[src/rtl/mslri_pkg.sv]
// Constants for the module sideband low-power, reset and interrupt block.
// Assumes a single 200 MHz clock and comparator outputs arriving as
// plain levels from the line threshold circuits.
package mslri_pkg;

  // Clock rate in kHz, so that cycle counts derive from times
  localparam int unsigned CLK_KHZ         = 200000;

  // Longest high-power to low-power transition time, in microseconds
  localparam int unsigned T_HPLP_US       = 200;
  localparam int unsigned T_HPLP_CYC      = (T_HPLP_US * CLK_KHZ) / 1000;

  // Synchroniser depth and values taken at reset
  localparam int unsigned SYNC_STAGES     = 2;
  localparam logic        RST_LP_N        = 1'b0; // Low power asserted
  localparam logic        RST_MRST_N      = 1'b0; // Module reset asserted
  localparam logic        RST_PIN_HIGH    = 1'b1; // Idle open-drain line
  localparam logic        RST_OE_N        = 1'b1; // Not driving
  localparam logic        RST_TX_EN       = 1'b0;
  localparam logic        RST_IRQ         = 1'b0;
  localparam logic        RST_LP_MODE     = 1'b1; // Low power held
  localparam logic        RST_IN_RESET    = 1'b1; // Reset reported
  localparam logic        RST_PIN_DRIVE   = 1'b0; // Level when enabled

  // Power class encoding: 0 is class I up to 3 for class IV
  localparam logic [1:0]  PCLASS_I        = 2'h0;
  localparam logic [1:0]  PCLASS_II       = 2'h1;

  // Operating states, Gray coded along reset, low power, operating
  typedef enum logic [1:0] {
    MSLRI_ST_RESET  = 2'h0,
    MSLRI_ST_LOWPWR = 2'h1,
    MSLRI_ST_OPER   = 2'h3
  } mslri_state_e;

endpackage

[src/rtl/mslri_sync.sv]
// Two-stage level synchroniser for pin and comparator inputs.
// Assumes the input may change at any time relative to clock_in.
module mslri_sync #(
  parameter logic RESET_VAL = 1'b0
) (
  input  wire logic clock_in,
  input  wire logic reset_in,
  input  wire logic async_in,
  output logic      sync_out
);

  logic meta_r;

  // First stage feeds only the second stage
  always_ff @(posedge clock_in)
  begin
    if (reset_in)
    begin
      meta_r   <= RESET_VAL;
      sync_out <= RESET_VAL;
    end
    else
    begin
      meta_r   <= async_in;
      sync_out <= meta_r;
    end
  end

endmodule

[src/rtl/mslri_top.sv]
// Module-side sideband controller: low-power and reset decoding, transmit
// enable, interrupt drive and the open-drain management pins.
// Assumes comparator outputs and pins are asynchronous, and that the
// management core and interrupt sources run on clock_in.

// Notes on behaviour
// - Host low-power request is active low, seen active low after decode.
// - Module shows presence by pull-down; host decodes it active low.
// - Three line zones: low power present, high power present, absent.
// - Lost contact pulls low-power asserted; go class I, transmitters off.
// - Reach low power within 200 us of low-power or reset assertion.
// - Class I/II may omit low-power decode, losing transmitter disable.
// - Class III and IV must decode the low-power request.
// - Host reset active low, seen as active-low reset after decode.
// - Module interrupt active high; host decodes it active low.
// - Lowest reset-line zone: module in reset, no interrupt.
// - Middle zone: out of reset, normal, interrupt deasserted.
// - Interrupt only raised while out of reset.
// - Management over open-drain two-wire link pulled up on host.
// - At reset release enter low power or operating per low-power input.
// - Transmitters on only with low-power deasserted and force bit 0.
module mslri_top #(
  parameter int unsigned HPLP_CYCLES = mslri_pkg::T_HPLP_CYC
) (
  input  wire logic       clock_in,
  input  wire logic       reset_in,
  input  wire logic       module_side_low_power_n_in,
  input  wire logic       module_side_reset_n_in,
  input  wire logic       lp_decode_fitted_in,
  input  wire logic [1:0] power_class_in,
  input  wire logic       force_low_power_bit_in,
  input  wire logic       irq_request_in,
  input  wire logic       scl_in,
  input  wire logic       sda_in,
  input  wire logic       sda_pull_low_in,
  input  wire logic       scl_pull_low_in,
  output logic            tx_enable_out,
  output logic            low_power_mode_out,
  output logic [1:0]      power_class_out,
  output logic            module_in_reset_out,
  output logic            irq_drive_out,
  output logic            scl_sync_out,
  output logic            sda_sync_out,
  output logic            scl_out,
  output logic            scl_oe_n_out,
  output logic            sda_out,
  output logic            sda_oe_n_out
);

  logic                    lp_n_sync;
  logic                    rst_n_sync;
  logic                    scl_sync;
  logic                    sda_sync;
  logic                    decode_on;
  logic                    lp_req;
  logic                    in_reset;
  logic                    oper_nxt;
  mslri_pkg::mslri_state_e state_r;
  mslri_pkg::mslri_state_e state_nxt;

  // Comparator and pin synchronisers
  mslri_sync #(.RESET_VAL(mslri_pkg::RST_LP_N)) u_sync_lp (
    .clock_in (clock_in),
    .reset_in (reset_in),
    .async_in (module_side_low_power_n_in),
    .sync_out (lp_n_sync)
  );
  mslri_sync #(.RESET_VAL(mslri_pkg::RST_MRST_N)) u_sync_rst (
    .clock_in (clock_in),
    .reset_in (reset_in),
    .async_in (module_side_reset_n_in),
    .sync_out (rst_n_sync)
  );
  mslri_sync #(.RESET_VAL(mslri_pkg::RST_PIN_HIGH)) u_sync_scl (
    .clock_in (clock_in),
    .reset_in (reset_in),
    .async_in (scl_in),
    .sync_out (scl_sync)
  );
  mslri_sync #(.RESET_VAL(mslri_pkg::RST_PIN_HIGH)) u_sync_sda (
    .clock_in (clock_in),
    .reset_in (reset_in),
    .async_in (sda_in),
    .sync_out (sda_sync)
  );

  // Decode may be left out only by class I or II parts
  assign decode_on = lp_decode_fitted_in
                   | (power_class_in > mslri_pkg::PCLASS_II);

  // Active-low request, plus the management force bit
  assign lp_req   = (decode_on & ~lp_n_sync)
                  | force_low_power_bit_in;
  assign in_reset = ~rst_n_sync;

  // With decode on, zone 2 of the low-power line is the only way to full power
  assign oper_nxt = (state_nxt == mslri_pkg::MSLRI_ST_OPER);

  // Next state: reset dominates, then the low-power table
  always_comb
  begin
    state_nxt = state_r;
    case (state_r)
      mslri_pkg::MSLRI_ST_RESET,
      mslri_pkg::MSLRI_ST_LOWPWR,
      mslri_pkg::MSLRI_ST_OPER:
      begin
        if (in_reset)
          state_nxt = mslri_pkg::MSLRI_ST_RESET;
        else if (lp_req)
          state_nxt = mslri_pkg::MSLRI_ST_LOWPWR;
        else
          state_nxt = mslri_pkg::MSLRI_ST_OPER;
      end
      default:
        state_nxt = mslri_pkg::MSLRI_ST_RESET;
    endcase
  end

  // State register
  always_ff @(posedge clock_in)
  begin
    if (reset_in)
      state_r <= mslri_pkg::MSLRI_ST_RESET;
    else
      state_r <= state_nxt;
  end

  // Power outputs follow the state in the same edge
  always_ff @(posedge clock_in)
  begin
    if (reset_in)
    begin
      tx_enable_out       <= mslri_pkg::RST_TX_EN;
      low_power_mode_out  <= mslri_pkg::RST_LP_MODE;
      power_class_out     <= mslri_pkg::PCLASS_I;
      module_in_reset_out <= mslri_pkg::RST_IN_RESET;
    end
    else
    begin
      // Removal pulls the request low: class I, transmitters off
      tx_enable_out       <= oper_nxt;
      low_power_mode_out  <= ~oper_nxt;
      power_class_out     <= oper_nxt ? power_class_in
                                      : mslri_pkg::PCLASS_I;
      module_in_reset_out <= in_reset;
    end
  end

  // Interrupt drive, held off and cleared during reset
  always_ff @(posedge clock_in)
  begin
    if (reset_in)
      irq_drive_out <= mslri_pkg::RST_IRQ;
    else
      irq_drive_out <= irq_request_in & ~in_reset;
  end

  // Open-drain management pins: drive low or release
  always_ff @(posedge clock_in)
  begin
    if (reset_in)
    begin
      scl_out      <= mslri_pkg::RST_PIN_DRIVE;
      sda_out      <= mslri_pkg::RST_PIN_DRIVE;
      scl_oe_n_out <= mslri_pkg::RST_OE_N;
      sda_oe_n_out <= mslri_pkg::RST_OE_N;
      scl_sync_out <= mslri_pkg::RST_PIN_HIGH;
      sda_sync_out <= mslri_pkg::RST_PIN_HIGH;
    end
    else
    begin
      scl_out      <= 1'b0;
      sda_out      <= 1'b0;
      scl_oe_n_out <= ~scl_pull_low_in;
      sda_oe_n_out <= ~sda_pull_low_in;
      scl_sync_out <= scl_sync;
      sda_sync_out <= sda_sync;
    end
  end

  // Helper: cycles spent operating while low power or reset is requested
  logic [31:0] hplp_cnt_r;
  always_ff @(posedge clock_in)
  begin
    if (reset_in || !(lp_req || in_reset) || !tx_enable_out)
      hplp_cnt_r <= 32'h0;
    else
      hplp_cnt_r <= hplp_cnt_r + 32'h1;
  end
endmodule

[config.mk]
export PLATFORM = sky130hd
export DESIGN_NAME = mslri_top
export DESIGN_NICKNAME = d
export VERILOG_FILES = /design/src/rtl/mslri_pkg.sv /design/src/rtl/mslri_sync.sv /design/src/rtl/mslri_top.sv
export SDC_FILE = /design/constraint.sdc
export NUM_CORES = 1
export LEC_CHECK = 0
export ABC_AREA = 1
export BUFFER_PORTS_ARGS = -buffer_cell sky130_fd_sc_hd__buf_2
export CAP_MARGIN = 20
export CORE_MARGIN = 2
export CORE_UTILIZATION = 35
export DETAILED_ROUTE_END_ITERATION = 8
export SYNTH_ARGS = -nofsm -noshare
export SYNTH_HDL_FRONTEND = slang
export SYNTH_SLANG_ARGS = --single-unit
[constraint.sdc]
create_clock -name clock_in -period 1.9 [get_ports clock_in]
set_input_delay 0 -clock clock_in [delete_from_list [all_inputs] [get_ports clock_in]]
set_output_delay 0 -clock clock_in [all_outputs]
set_load 0.005 [all_outputs]
==> flow_summary_export.csv <==
group,metric,value,unit
run_status,status,"completed",
finish,synthToLayoutAreaGrowth,53.5,%
sta,finalSetupViolCount,0,
hold_path,worstHoldPathType,"in2reg",
cts,clkSlewWorstSetupHoldPaths,110,ps
routing,dr_total_vias,413,
cts,htreeDepth,1,
grt,grt_antenna_before_repair,0,
routing,ant_nets,0,
finish,top_regs,"power_class_out x2, state_r x2",
sta,min_period_over_period,80.0,%
place,io_buffers,22,
die,die_w,45.1,um
grt,grt_max_degree,13,
finish,drive_gt1_share,40.0,%
logic_synthesis,synthCells,56,
critical_path,worst_setup_path_start_kind,"input port",
sta,tns,0,ps
logic_synthesis,yosysTopAreaCell,"dfxtp_1",
pwr,peakVddDrop,622,uV
finish,final_cells,111,
logic_synthesis,syn_avg_cell_area,10.6,um^2
finish,fillers,136,
sta,rsz0062_at_grt,"false",
logic_synthesis,yosysWarnings,0,
logic_synthesis,yosys_register_bits,20,
sta,fin_worst_skew,1.28,ps
critical_path,worstPathRequired,2140,ps
sta,max_freq,0.658,GHz
routing,firstDrtPassIters,1,
routing,post_drt_via_cell_ratio,3.72,
grt,grt_pass1_wl,1480,um
finish,diodes,0,
sta,slew_violations,0,
cts,clock_path_buffers,2,
die,die_y,45.1,um
logic_synthesis,synthTopCellsByArea,"dfxtp_1, inv_1, or2_2, nor2_1, nand3_4",
cts,cts_tree,"built",
critical_path,cp_max_fo,12,
logic_synthesis,yosysTopAreaCellShare,67.7,%
die,io_pins,25,
grt,grt_pass1_vias,349,
sta,hold_ws,47.7,ps
grt,grt_overflow,0,
die,row_count,14,
cts,clkLatencyLatePin,290,ps
routing,drt-initial-drc-count,0,
finish,nNetsFinal,109,
finish,design_area,908,um^2
cts,cts_made_buffers,3,
die,initial_core_util,38.4,%
critical_path,critPathKind,"in2reg",
die,die_area,0.00204,mm^2
critical_path,critical_path.endpoint_type,"flop",
pwr,power.leakage,0.454,nW
sta,fin_crit,1520,ps
logic_synthesis,syn_area,592,um^2
sta,hold_viol,0,
finish,post-route-util,58.9,%
logic_synthesis,yosysSeqAreaShare,67.7,%
cts,clock-sinks,20,
routing,drcViolationCount,0,
pwr,power_density,918,mW/mm^2
place,placed_area,706,um^2
routing,wl,1030,um
place,place_hpwl,628,um
critical_path,arrival,1760,ps
place,dpl.cell_count,92,
die,coreArea,0.00154,mm^2
grt,track_usage,11.1,%
logic_synthesis,ys_types,14,
place,gp_congestion,0.557,
cts,clockRootBuffer,"clkbuf_4",
run,cap_viol_max_count,0,
routing,post_drt_wl_per_cell,9.29,um
-- critical path, cell delays in order --
cell	delay, ps
dlygate4sd3_1	530
buf_2	180
inv_2	90
nand2_2	70
nor2_4	130
nand3_4	100
nor2_2	100
dlygate4sd3_1	560
-- routing by layer --
metal  global-route usage [%]  routed length [um]  share of wire, %
met1                     13.5                 461                45
met2                     16.0                 497                48
met3                     3.60                  59               5.7
met4                     8.82                  14               1.4
met5                        0                   0                 0
-- through the flow --
stage          total power [W]  worst slack, ps
4_1_cts               0.000841              396
2_1_floorplan         0.000467             1160
5_1_grt               0.000864              308
3_5_place_dp          0.000483             1100
6_report              0.000834              381
3_3_place_gp          0.000482             1110
-- synthesized netlist by cell type --
library cell	number
buf_2	1
buf_4	2
conb_1	1
dfxtp_1	20
inv_1	10
inv_2	1
nand2_1	3
nand2_2	1
nand3_4	1
nor2_1	6
nor2_2	2
nor2_4	1
o21bai_1	1
or2_2	6
-- layout make-up --
type | count | area (um^2) | area share [%]
Sequential cell | 20 | 400 | 44.1
Timing Repair Buffer | 37 | 260 | 28.7
Multi-Input combinational cell | 23 | 134 | 14.7
Inverter | 11 | 41.3 | 4.55
Clock inverter | 1 | 30.0 | 3.31
Clock buffer | 3 | 22.5 | 2.48
Tap cell | 16 | 20.0 | 2.20
-- worst paths after layout --
kind | from | end | slack, ps | cells past startpoint
hold / removal | lp_decode_fitted_in | low_power_mode_out | 50 | 3
hold reg to reg | u_sync_lp.meta_r | u_sync_lp.sync_out | 410 | 2
setup reg to reg | u_sync_rst.sync_out | power_class_out[0] | 520 | 5
setup / recovery | reset_in | power_class_out[0] | 380 | 8
-- layout by cell type, fill, tap and decap left out --
cell type / count
nand2_1: 3
or2_2: 6
conb_1: 2
clkbuf_4: 3
nor2_1: 6
dlygate4sd3_1: 15
nor2_4: 1
bufinv_16: 1
o21bai_1: 1
inv_1: 10
nor2_2: 2
nand2_2: 1
inv_2: 1
dfxtp_1: 20
buf_2: 22
nand3_4: 1
-- what timing repair did --
action	in CTS	in global routing
hold buffers	15	0
gates resized for setup	0	0
buffers inserted	0	0
hold endpoints to repair	14	0
-- logic make-up after synthesis --
kind of cell	share of synthesized area, %
compound gates	1.27
buf+inv	10.4
flops	67.7
other cells	0.634
simple gates	20.1
-- power by group --
group          switching (W)  internal, W  total [W]
clock               0.000126     0.000213   0.000339
combinational      0.0000223    0.0000369  0.0000592
sequential        0.00000312     0.000432   0.000436
total               0.000152     0.000682   0.000834
(Power assumes the default switching activity.)
